<file path="src/pkg/vgt_pkg.sv">
/*
  Shared definitions for the video grab trigger control block: register map,
  field positions, reset values, sampling timing table and carrier structs.
  Assumes a single 100 MHz clock and a decoder stream on that same clock.
*/
package vgt_pkg;

    // Register byte addresses
    localparam logic [7:0]  VGT_ADDR_CTRL   = 8'h00;
    localparam logic [7:0]  VGT_ADDR_CHAN   = 8'h04;
    localparam logic [7:0]  VGT_ADDR_GAIN   = 8'h08;
    localparam logic [7:0]  VGT_ADDR_STAT   = 8'h0C;
    localparam logic [7:0]  VGT_ADDR_LINE   = 8'h10;
    localparam logic [7:0]  VGT_ADDR_RATE   = 8'h14;
    localparam logic [7:0]  VGT_ADDR_FRAME  = 8'h18;

    // Control fields
    localparam int          VGT_CTRL_EN     = 0;
    localparam int          VGT_CTRL_MODE   = 1;
    localparam int          VGT_CTRL_POL    = 3;
    localparam int          VGT_CTRL_SQ     = 4;
    localparam int          VGT_CTRL_PAL    = 5;
    localparam int          VGT_CTRL_FMT    = 6;
    localparam int          VGT_CTRL_AGC    = 9;
    localparam logic [31:0] VGT_CTRL_MASK   = 32'h0000_03FF;
    localparam logic [31:0] VGT_CTRL_RESET  = 32'h0000_0208;

    // Channel and gain fields
    localparam int          VGT_CHAN_YC     = 4;
    localparam logic [31:0] VGT_CHAN_MASK   = 32'h0000_001F;
    localparam logic [31:0] VGT_GAIN_MASK   = 32'h0000_00FF;
    localparam logic [31:0] VGT_GAIN_RESET  = 32'h0000_0080;

    localparam logic [1:0]  VGT_RESP_OKAY   = 2'h0;
    localparam logic [1:0]  VGT_RESP_SLVERR = 2'h2;

    // Sampling timing table; converter rate is twice the pixel rate
    localparam logic [9:0]  VGT_CCIR_NTSC_TOTAL = 10'h35A;
    localparam logic [9:0]  VGT_CCIR_PAL_TOTAL  = 10'h360;
    localparam logic [9:0]  VGT_CCIR_ACTIVE     = 10'h2D0;
    localparam logic [9:0]  VGT_SQ_NTSC_TOTAL   = 10'h30C;
    localparam logic [9:0]  VGT_SQ_PAL_TOTAL    = 10'h3B0;
    localparam logic [9:0]  VGT_SQ_NTSC_ACTIVE  = 10'h280;
    localparam logic [9:0]  VGT_SQ_PAL_ACTIVE   = 10'h300;
    localparam logic [9:0]  VGT_NTSC_LINES      = 10'h1E0;
    localparam logic [9:0]  VGT_PAL_LINES       = 10'h244;
    localparam logic [15:0] VGT_CCIR_PIX_KHZ    = 16'h34BC;
    localparam logic [15:0] VGT_SQ_NTSC_PIX_KHZ = 16'h2FEE;
    localparam logic [15:0] VGT_SQ_PAL_PIX_KHZ  = 16'h399E;
    localparam logic [15:0] VGT_CCIR_ADC_KHZ    = 16'h6978;
    localparam logic [15:0] VGT_SQ_NTSC_ADC_KHZ = 16'h5FDC;
    localparam logic [15:0] VGT_SQ_PAL_ADC_KHZ  = 16'h733C;

    typedef enum logic [1:0] {VGT_TRIG_FREE, VGT_TRIG_MONO, VGT_TRIG_CONT,
                              VGT_TRIG_LEVEL} vgt_trig_mode_t;
    typedef enum logic [2:0] {VGT_FMT_RGB888, VGT_FMT_RGB565, VGT_FMT_YUV422,
                              VGT_FMT_YUV411, VGT_FMT_RGB32} vgt_fmt_t;
    typedef enum logic [1:0] {VGT_IDLE, VGT_ARMED, VGT_WAIT_BOUND,
                              VGT_CAPTURE} vgt_fsm_t;

    typedef struct packed {
        logic       valid;
        logic       sof;
        logic [7:0] y;
        logic [7:0] u;
        logic [7:0] v;
        logic [7:0] r;
        logic [7:0] g;
        logic [7:0] b;
    } vgt_video_t;

    typedef struct packed {
        logic [3:0]  channel;
        logic        yc_mode;
        logic        square;
        logic        pal;
        logic        agc_en;
        logic [7:0]  gain;
        vgt_fmt_t    fmt;
        logic [9:0]  total_px;
        logic [9:0]  active_px;
        logic [9:0]  active_lines;
        logic [15:0] pixel_khz;
        logic [15:0] adc_khz;
    } vgt_cfg_t;

    typedef struct packed {
        logic        valid;
        logic        sof;
        logic [2:0]  bytes;
        logic [31:0] data;
    } vgt_cap_t;

    typedef struct packed {
        logic [7:0]  awaddr;
        logic        aw_have;
        logic [31:0] wdata;
        logic [3:0]  wstrb;
        logic        w_have;
        logic        bvalid;
        logic [1:0]  bresp;
        logic        rvalid;
        logic [31:0] rdata;
        logic [1:0]  rresp;
        logic [31:0] ctrl;
        logic [31:0] chan;
        logic [31:0] gain;
        logic        trig_s1;
        logic        trig_s2;
        logic        trig_prev;
        vgt_fsm_t    fsm;
        logic [1:0]  pix_idx;
        logic [15:0] frames;
        vgt_cap_t    cap;
    } vgt_state_t;

endpackage

</file>
<file path="src/vgt_grab_ctrl.sv">
/*
  Acquisition control for a frame grabber: AXI4-Lite registers, trigger
  qualification, frame-aligned capture and pixel packing.
  Assumes the decoder stream runs on aclk and marks each frame/field start
  with sof on its first valid pixel; the trigger pin is asynchronous.
*/
`timescale 1ns/100ps
`default_nettype none

// Overview of operation
// - Capture waits for next frame boundary
// - Monoshot: one frame per active edge
// - Continuous: edge starts endless frame capture
// - Level: capture while trigger stays active
// - Software bit selects trigger polarity
// - One software-selected channel at a time
// - Twelve composite or six luma/chroma sources
// - CCIR 601 line and rate timing
// - Square-pixel line and rate timing
// - Converter clock twice the pixel rate
// - Five selectable pixel output formats
// - YUV 4:2:2 ordered Y, U, Y, V
// - Gain control automatic by default, manual option
// - Padded RGB in one 32-bit word
module vgt_grab_ctrl #(
    parameter int NUM_COMP = 12,
    parameter int NUM_YC   = 6
) (
    // Clock and reset
    input  wire logic               aclk,
    input  wire logic               aresetn,
    // AXI4-Lite slave
    input  wire logic [7:0]         s_axi_awaddr,
    input  wire logic               s_axi_awvalid,
    output logic                    s_axi_awready,
    input  wire logic [31:0]        s_axi_wdata,
    input  wire logic [3:0]         s_axi_wstrb,
    input  wire logic               s_axi_wvalid,
    output logic                    s_axi_wready,
    output logic [1:0]              s_axi_bresp,
    output logic                    s_axi_bvalid,
    input  wire logic               s_axi_bready,
    input  wire logic [7:0]         s_axi_araddr,
    input  wire logic               s_axi_arvalid,
    output logic                    s_axi_arready,
    output logic [31:0]             s_axi_rdata,
    output logic [1:0]              s_axi_rresp,
    output logic                    s_axi_rvalid,
    input  wire logic               s_axi_rready,
    // Decoder stream and trigger pin
    input  wire vgt_pkg::vgt_video_t vid,
    input  wire logic               isolated_trigger_input,
    // Decoder setup and captured pixels
    output vgt_pkg::vgt_cfg_t       cfg,
    output vgt_pkg::vgt_cap_t       cap,
    output logic                    grab_active
);
    import vgt_pkg::*;

    vgt_state_t     st;
    vgt_state_t     next_st;
    logic           trig_act;
    logic           trig_edge;
    logic           frame_start;
    logic [31:0]    cand_chan;
    vgt_trig_mode_t mode;
    vgt_fmt_t       fmt;

    function automatic logic [31:0] merge(input logic [31:0] old_w,
                                          input logic [31:0] new_w,
                                          input logic [3:0]  strb);
        logic [31:0] res;
        res = old_w;
        for (int i = 0; i < 4; i++)
        begin
            if (strb[i])
                res[i*8 +: 8] = new_w[i*8 +: 8];
        end
        return res;
    endfunction

    // Out-of-range selections are dropped so the mux never sees a bad code
    function automatic logic chan_ok(input logic [31:0] c);
        if (c[VGT_CHAN_YC])
            return 32'(c[3:0]) < NUM_YC;
        return 32'(c[3:0]) < NUM_COMP;
    endfunction

    function automatic vgt_cap_t pack(input vgt_fmt_t f, input vgt_video_t p,
                                      input logic [1:0] idx);
        vgt_cap_t c;
        c.valid = 1'b1;
        c.sof   = p.sof;
        c.bytes = 3'h3;
        c.data  = {8'h00, p.r, p.g, p.b};
        case (f)
            VGT_FMT_RGB565:
            begin
                c.bytes = 3'h2;
                c.data  = {16'h0000, p.r[7:3], p.g[7:2], p.b[7:3]};
            end
            VGT_FMT_YUV422:
            begin
                c.bytes = 3'h2;
                c.data  = {16'h0000, idx[0] ? p.v : p.u, p.y};
            end
            VGT_FMT_YUV411:
            begin
                c.bytes = idx[0] ? 3'h1 : 3'h2;
                c.data  = {16'h0000, idx[0] ? 8'h00 : (idx[1] ? p.v : p.u), p.y};
            end
            VGT_FMT_RGB32:
            begin
                c.bytes = 3'h4;
                c.data  = {8'h00, p.r, p.g, p.b};
            end
            default:
            begin
                c.bytes = 3'h3;
            end
        endcase
        return c;
    endfunction

    assign mode        = vgt_trig_mode_t'(st.ctrl[VGT_CTRL_MODE +: 2]);
    assign fmt         = vgt_fmt_t'(st.ctrl[VGT_CTRL_FMT +: 3]);
    assign trig_act    = st.ctrl[VGT_CTRL_POL] ? st.trig_s2 : !st.trig_s2;
    assign trig_edge   = trig_act && !st.trig_prev;
    assign frame_start = vid.valid && vid.sof;

    always_comb
    begin
        next_st   = st;
        cand_chan = merge(st.chan, st.wdata, st.wstrb) & VGT_CHAN_MASK;
        // Pin reaches logic only through the second flop
        next_st.trig_s1   = isolated_trigger_input;
        next_st.trig_s2   = st.trig_s1;
        next_st.trig_prev = trig_act;

        if (s_axi_awvalid && !st.aw_have)
        begin
            next_st.aw_have = 1'b1;
            next_st.awaddr  = s_axi_awaddr;
        end
        if (s_axi_wvalid && !st.w_have)
        begin
            next_st.w_have = 1'b1;
            next_st.wdata  = s_axi_wdata;
            next_st.wstrb  = s_axi_wstrb;
        end
        if (st.bvalid && s_axi_bready)
            next_st.bvalid = 1'b0;
        if (st.aw_have && st.w_have && !st.bvalid)
        begin
            next_st.aw_have = 1'b0;
            next_st.w_have  = 1'b0;
            next_st.bvalid  = 1'b1;
            next_st.bresp   = VGT_RESP_OKAY;
            case (st.awaddr)
                VGT_ADDR_CTRL:
                    next_st.ctrl = merge(st.ctrl, st.wdata, st.wstrb) & VGT_CTRL_MASK;
                VGT_ADDR_CHAN:
                begin
                    if (chan_ok(cand_chan))
                        next_st.chan = cand_chan;
                end
                VGT_ADDR_GAIN:
                    next_st.gain = merge(st.gain, st.wdata, st.wstrb) & VGT_GAIN_MASK;
                VGT_ADDR_STAT, VGT_ADDR_LINE, VGT_ADDR_RATE, VGT_ADDR_FRAME:
                    next_st.bresp = VGT_RESP_OKAY;
                default:
                    next_st.bresp = VGT_RESP_SLVERR;
            endcase
        end

        if (s_axi_arvalid && !st.rvalid)
        begin
            next_st.rvalid = 1'b1;
            next_st.rresp  = VGT_RESP_OKAY;
            case (s_axi_araddr)
                VGT_ADDR_CTRL:  next_st.rdata = st.ctrl;
                VGT_ADDR_CHAN:  next_st.rdata = st.chan;
                VGT_ADDR_GAIN:  next_st.rdata = st.gain;
                VGT_ADDR_STAT:  next_st.rdata = {28'h000_0000, trig_act,
                                                 st.fsm == VGT_CAPTURE,
                                                 st.fsm == VGT_WAIT_BOUND,
                                                 st.fsm == VGT_ARMED};
                VGT_ADDR_LINE:  next_st.rdata = {6'h00, cfg.active_px, 6'h00,
                                                 cfg.total_px};
                VGT_ADDR_RATE:  next_st.rdata = {cfg.adc_khz, cfg.pixel_khz};
                VGT_ADDR_FRAME: next_st.rdata = {6'h00, cfg.active_lines, st.frames};
                default:
                begin
                    next_st.rdata = 32'h0000_0000;
                    next_st.rresp = VGT_RESP_SLVERR;
                end
            endcase
        end
        else if (st.rvalid && s_axi_rready)
            next_st.rvalid = 1'b0;

        // Capture sequencing; trigger edges seen outside ARMED are dropped
        next_st.cap.valid = 1'b0;
        case (st.fsm)
            VGT_IDLE:
                next_st.fsm = VGT_ARMED;
            VGT_ARMED:
            begin
                case (mode)
                    VGT_TRIG_FREE:  next_st.fsm = VGT_WAIT_BOUND;
                    VGT_TRIG_MONO:  if (trig_edge) next_st.fsm = VGT_WAIT_BOUND;
                    VGT_TRIG_CONT:  if (trig_edge) next_st.fsm = VGT_WAIT_BOUND;
                    VGT_TRIG_LEVEL: if (trig_act) next_st.fsm = VGT_WAIT_BOUND;
                    default:        next_st.fsm = VGT_ARMED;
                endcase
            end
            VGT_WAIT_BOUND:
            begin
                if (frame_start)
                begin
                    next_st.fsm     = VGT_CAPTURE;
                    next_st.pix_idx = 2'h1;
                    next_st.cap     = pack(fmt, vid, 2'h0);
                end
            end
            VGT_CAPTURE:
            begin
                if (frame_start)
                begin
                    next_st.frames = st.frames + 16'h0001;
                    if (mode == VGT_TRIG_MONO)
                        next_st.fsm = VGT_ARMED;
                    else if (mode == VGT_TRIG_LEVEL && !trig_act)
                        next_st.fsm = VGT_ARMED;
                    else
                    begin
                        next_st.pix_idx = 2'h1;
                        next_st.cap     = pack(fmt, vid, 2'h0);
                    end
                end
                else if (vid.valid)
                begin
                    next_st.pix_idx = st.pix_idx + 2'h1;
                    next_st.cap     = pack(fmt, vid, st.pix_idx);
                end
            end
            default:
                next_st.fsm = VGT_IDLE;
        endcase
        if (!st.ctrl[VGT_CTRL_EN])
            next_st.fsm = VGT_IDLE;
    end

    always_ff @(posedge aclk)
    begin
        if (!aresetn)
        begin
            st      <= '0;
            st.ctrl <= VGT_CTRL_RESET;
            st.gain <= VGT_GAIN_RESET;
        end
        else
            st <= next_st;
    end

    // Timing decode; converter rate entries are twice the pixel rate
    always_comb
    begin
        cfg              = '0;
        cfg.channel      = st.chan[3:0];
        cfg.yc_mode      = st.chan[VGT_CHAN_YC];
        cfg.square       = st.ctrl[VGT_CTRL_SQ];
        cfg.pal          = st.ctrl[VGT_CTRL_PAL];
        cfg.agc_en       = st.ctrl[VGT_CTRL_AGC];
        cfg.gain         = st.gain[7:0];
        cfg.fmt          = fmt;
        cfg.active_lines = cfg.pal ? VGT_PAL_LINES : VGT_NTSC_LINES;
        if (!cfg.square)
        begin
            cfg.total_px  = cfg.pal ? VGT_CCIR_PAL_TOTAL : VGT_CCIR_NTSC_TOTAL;
            cfg.active_px = VGT_CCIR_ACTIVE;
            cfg.pixel_khz = VGT_CCIR_PIX_KHZ;
            cfg.adc_khz   = VGT_CCIR_ADC_KHZ;
        end
        else
        begin
            cfg.total_px  = cfg.pal ? VGT_SQ_PAL_TOTAL : VGT_SQ_NTSC_TOTAL;
            cfg.active_px = cfg.pal ? VGT_SQ_PAL_ACTIVE : VGT_SQ_NTSC_ACTIVE;
            cfg.pixel_khz = cfg.pal ? VGT_SQ_PAL_PIX_KHZ : VGT_SQ_NTSC_PIX_KHZ;
            cfg.adc_khz   = cfg.pal ? VGT_SQ_PAL_ADC_KHZ : VGT_SQ_NTSC_ADC_KHZ;
        end
    end

    assign s_axi_awready = !st.aw_have;
    assign s_axi_wready  = !st.w_have;
    assign s_axi_bvalid  = st.bvalid;
    assign s_axi_bresp   = st.bresp;
    assign s_axi_arready = !st.rvalid;
    assign s_axi_rvalid  = st.rvalid;
    assign s_axi_rdata   = st.rdata;
    assign s_axi_rresp   = st.rresp;
    assign cap           = st.cap;
    assign grab_active   = st.fsm == VGT_CAPTURE;
endmodule // vgt_grab_ctrl

`default_nettype wire

</file>
<file path="config.mk">
export PLATFORM = sky130hd
export DESIGN_NAME = vgt_grab_ctrl
export DESIGN_NICKNAME = d
export VERILOG_FILES = /design/src/pkg/vgt_pkg.sv /design/src/vgt_grab_ctrl.sv
export SDC_FILE = /design/constraint.sdc
export NUM_CORES = 1
export LEC_CHECK = 0
export ABC_AREA = 0
export BUFFER_PORTS_ARGS = -buffer_cell sky130_fd_sc_hd__clkbuf_2
export CORE_ASPECT_RATIO = 1.2
export CORE_MARGIN = 1.5
export CORE_UTILIZATION = 51
export CTS_CLUSTER_DIAMETER = 50
export CTS_CLUSTER_SIZE = 14
export DETAILED_ROUTE_END_ITERATION = 6
export PLACE_DENSITY_LB_ADDON = 0.2
export SLEW_MARGIN = 20
export SYNTH_ARGS = -nofsm -noshare
export SYNTH_HDL_FRONTEND = slang
export SYNTH_SLANG_ARGS = --single-unit
</file>
<file path="constraint.sdc">
create_clock -name aclk -period 2.3 [get_ports aclk]
set_input_delay 0.345 -clock aclk [delete_from_list [all_inputs] [get_ports aclk]]
set_output_delay 0.345 -clock aclk [all_outputs]
set_load 0.02 [all_outputs]
</file>
# Yosys cells after proc, flatten, opt, wreduce, memory -nomap -nowiden

Index checks and enable logic that the tools add are counted.

Bits in registers: 145
Input port bits: 110
Logic and storage cells: 149
Output and inout bits: 160

$lt $le $gt $ge: 2
Reductions and logical operators: 39
Mux-type cells: 51
Add/sub/neg operators: 2
Bitwise operators: 1
Equal/unequal tests: 30

Operator list:

| cell                    | count |
|---|---|
| $pmux W32 S7            | 1 |
| $mux W37                | 5 |
| $pmux W37 S2            | 1 |
| $pmux W24 S3            | 1 |
| $eq A8 B5 Y1 const B    | 6 |
| $pmux W24 S2            | 1 |
| $eq A8 B4 Y1 const B    | 4 |
| $mux W8                 | 4 |
| $mux W29                | 1 |
| $mux W2                 | 12 |
| $mux W18                | 1 |
| $add A16 B1 Y16 const B | 1 |
| $eq A8 B3 Y1 const B    | 2 |
| $logic_not A8 Y1        | 2 |
| $mux W14                | 1 |
| $reduce_or A7 Y1        | 2 |
| $mux W13                | 1 |
| $ne A3 B3 Y1 const B    | 4 |
| $reduce_and A3 Y1       | 4 |
| $mux W1                 | 11 |
| $logic_and A1 B1 Y1     | 10 |
| $mux W10                | 1 |
| $reduce_and A5 Y1       | 2 |
| $mux W9                 | 1 |
| 28 further kinds        | 46 |

# Depth between registers and ports, before layout

Word-level depth: 8
Mapped depth: 9
Depth with buffers taken out: 7

# Least setup slack after synthesis

OpenSTA, ideal clock, no wires.

Path kind: reg2reg
Start point: reg st, in the netlist cfg[75]
End point: reg st, in the netlist s_axi_rdata[1]
Setup time: 122 ps
Cell stages (with the launch flop): 6
Buffers on the path: 0
Arrival time: 1810 ps
Path slack: 368 ps
Data required time: 2178 ps
Clock period less this slack: 1932 ps
Path through: dfxtp_1 inv_1 ha_1 mux4_2 mux2i_1 o21ai_0

RTL lines:

| item                   | RTL line             | RTL |
|---|---|---|
| start, declared        | vgt_grab_ctrl.sv:60  | `vgt_state_t st;` |
| start signal, assigned | vgt_grab_ctrl.sv:263 | `st <= next_st;` |

==> flow_metrics.tcl <==
set metrics [dict create \
    synth-main-ff-cell "dfxtp_1" \
    grt_remaining_overflow 0 \
    fin_crit_ns 2.08 \
    yosysTopAreaCellShare 0.339 \
    power.density_mw_per_mm2 638 \
    vias 6382 \
    cts_buffers 17 \
    synth_cell_types 57 \
    leakagePower_nw 3.66 \
    place_congestion 0.861 \
    final_nets 1136 \
    final-setup-viol-count 0 \
    cts.repair.resized 0 \
    path_max_fanout 13 \
    drt.antenna.violating_nets 0 \
    mostFrequentLayoutCells "clkbuf_2, dfxtp_1, nand2_1" \
    slew_headroom 0.547 \
    dp_cells 1195 \
    diodes 0 \
    fin_area_mm2 0.00858 \
    status "complete, no violations" \
    dieArea_mm2 0.0157 \
    die_h_um 137 \
    start_kind "flop" \
    clock_latency_ns 0.42 \
    dr.pass1.iters 4 \
    first_global_vias 5931 \
    fp.dieW_um 115 \
    grt.total_usage 0.241 \
    fin_cells 1227 \
    path_clk_slew_ns 0.06 \
    synth_edf_count 0 \
    synth.area.top_cells "dfxtp_1, buf_4, mux2i_1" \
    drtIter0Drc 276 \
    numPortBuffers 204 \
    drc 0 \
    finalCritPeriodShare 0.906 \
    yosysSeqAreaShare 0.339 \
    p_total_w 0.00547 \
    routed_wirelength_um 18600 \
    post-cts-setup-buffer-count 0 \
    multi_input_area_mm2 0.00382 \
    avgSynthCellArea_um2 8.26 \
    grt_max_degree 83 \
    grt_pass1_wl_um 29500 \
    whs_ns 0.131 \
    worstMarginPinSlew_ns 0.678 \
    area_growth_pct 12.7 \
    ios 270 \
    routed_via_density 5.20 \
    endpoint_kind "output port" \
    maxSlewViolCount 0 \
    critPathRequiredTime_ns 1.96 \
    path_class "flop to output port" \
    holdBufCountCts 0 \
    cts_sinks 129 \
    finalSetupTns_ns 0 \
    initial_core_util 0.526 \
    synthArstFlopShare 0 \
    grt_antenna_before_repair 0 \
    h-tree-depth 4 \
    cp.arrival_ns 1.74 \
    final_common_cell "clkbuf_2" \
    drv_cap 0 \
    rows 48 \
    clock_path_buffers 2 \
    max_freq_mhz 480 \
    place_area_mm2 0.00799 \
    drive_gt1_frac 0.272 \
    yosys.area.top_type "dfxtp_1" \
    hpwl_um 13800 \
    cts_tree "built" \
    yosys_warnings 0 \
    syn_inst 922 \
    fillers 1376 \
    peakVddDrop_mv 0.444 \
    root_buffer "clkbuf_16" \
    synth_area_mm2 0.00762 \
    hold_viol 0 \
    hold_path.class "input pin to flop" \
    rsz0062_at_grt "false" \
    core_area_mm2 0.0145 \
    seqCellArea_mm2 0.00258 \
    yosys_register_bits 129 \
    avgRoutedWirePerCell_um 15.2 \
    skew_ns 0.00892 \
]
[power by group]
part / internal (W) / total (W) / switching [W]
sequential: 0.00227 / 0.00229 / 0.0000263
combinational: 0.000162 / 0.000442 / 0.000280
clock: 0.00163 / 0.00274 / 0.00111
total: 0.00405 / 0.00547 / 0.00142
[cells in the mapped netlist, drive strengths merged (6+ instances only)]
master  count
buf       157
dfxtp     129
nand2     121
nor2b      54
o21ai      53
mux2i      46
a21boi     44
clkbuf     43
nor2       36
nand3      33
and2       21
o221ai     18
inv        17
a22oi      15
nand4      13
ha         12
a21oi      10
xnor2      10
and3        6
nor3        6
xor2        6
[logic make-up after synthesis]
logic type / count (synthesis) / synth area share
and+or+nand+nor: 315 / 0.206
AOI/OAI and AO/OA: 182 / 0.168
muxes: 49 / 0.0678
other: 2 / 0.000986
buffers and inverters: 217 / 0.180
adders and majority gates: 12 / 0.0197
xor gates and xnor gates: 16 / 0.0184
DFF: 129 / 0.339
[critical path, stage by stage (launching register included)]
cell and delay [ns]:
dfxtp_1 0.41, buf_4 0.24, ha_1 0.33, inv_1 0.15, clkbuf_2 0.18
[per-stage QoR]
| step | setup slack [ns] | utilization |
|---|---|---|
| 2_1_floorplan | 0.368 | - |
| 3_3_place_gp | 0.319 | 0.552 |
| 3_5_place_dp | 0.219 | 0.552 |
| 5_1_grt | 0.0277 | 0.593 |
| 4_1_cts | 0.208 | 0.593 |
| 6_report | 0.215 | 0.593 |
[routing by layer]
| layer | share of wire | track usage |
|---|---|---|
| met2 | 0.48 | 0.408 |
| met5 | 0 | 0 |
| met4 | 0.024 | 0.0993 |
| met3 | 0.070 | 0.0682 |
| met1 | 0.43 | 0.287 |
[path summary, 6_finish.rpt]
kind	startpoint	endpoint	slack [ns]	depth (start not counted)
worst max-delay path	cfg[75]$_SDFFE_PN0P_	cfg[21]	0.22	4
worst min register to register	next_st[58]$_SDFF_PN0_	st[58]$_SDFF_PN0_	0.44	1
worst max register to register	st[55]$_SDFFE_PN0P_	cap[21]$_SDFFE_PN0P_	0.23	8
worst min-delay path	isolated_trigger_input	next_st[58]$_SDFF_PN0_	0.13	2
[cell type report]
| type | count | share of cell area |
|---|---|---|
| Tap cell | 200 | 0.0292 |
| Timing Repair Buffer | 234 | 0.148 |
| Clock inverter | 15 | 0.0198 |
| Multi-Input combinational cell | 615 | 0.445 |
| Clock buffer | 17 | 0.0496 |
| Inverter | 17 | 0.00743 |
| Sequential cell | 129 | 0.301 |
[sequential cells by signal (all words and copies together) (netlist names)]
| signal | flops |
|---|---|
| s_axi_rvalid | 1 |
| s_axi_rdata | 28 |
| cap | 29 |
| s_axi_bvalid | 1 |
| cfg | 19 |
| mode | 2 |
| next_st | 1 |
| s_axi_bresp | 1 |
| s_axi_rresp | 1 |
| st | 46 |
No activity file was read; power rests on OpenSTA's default activity.
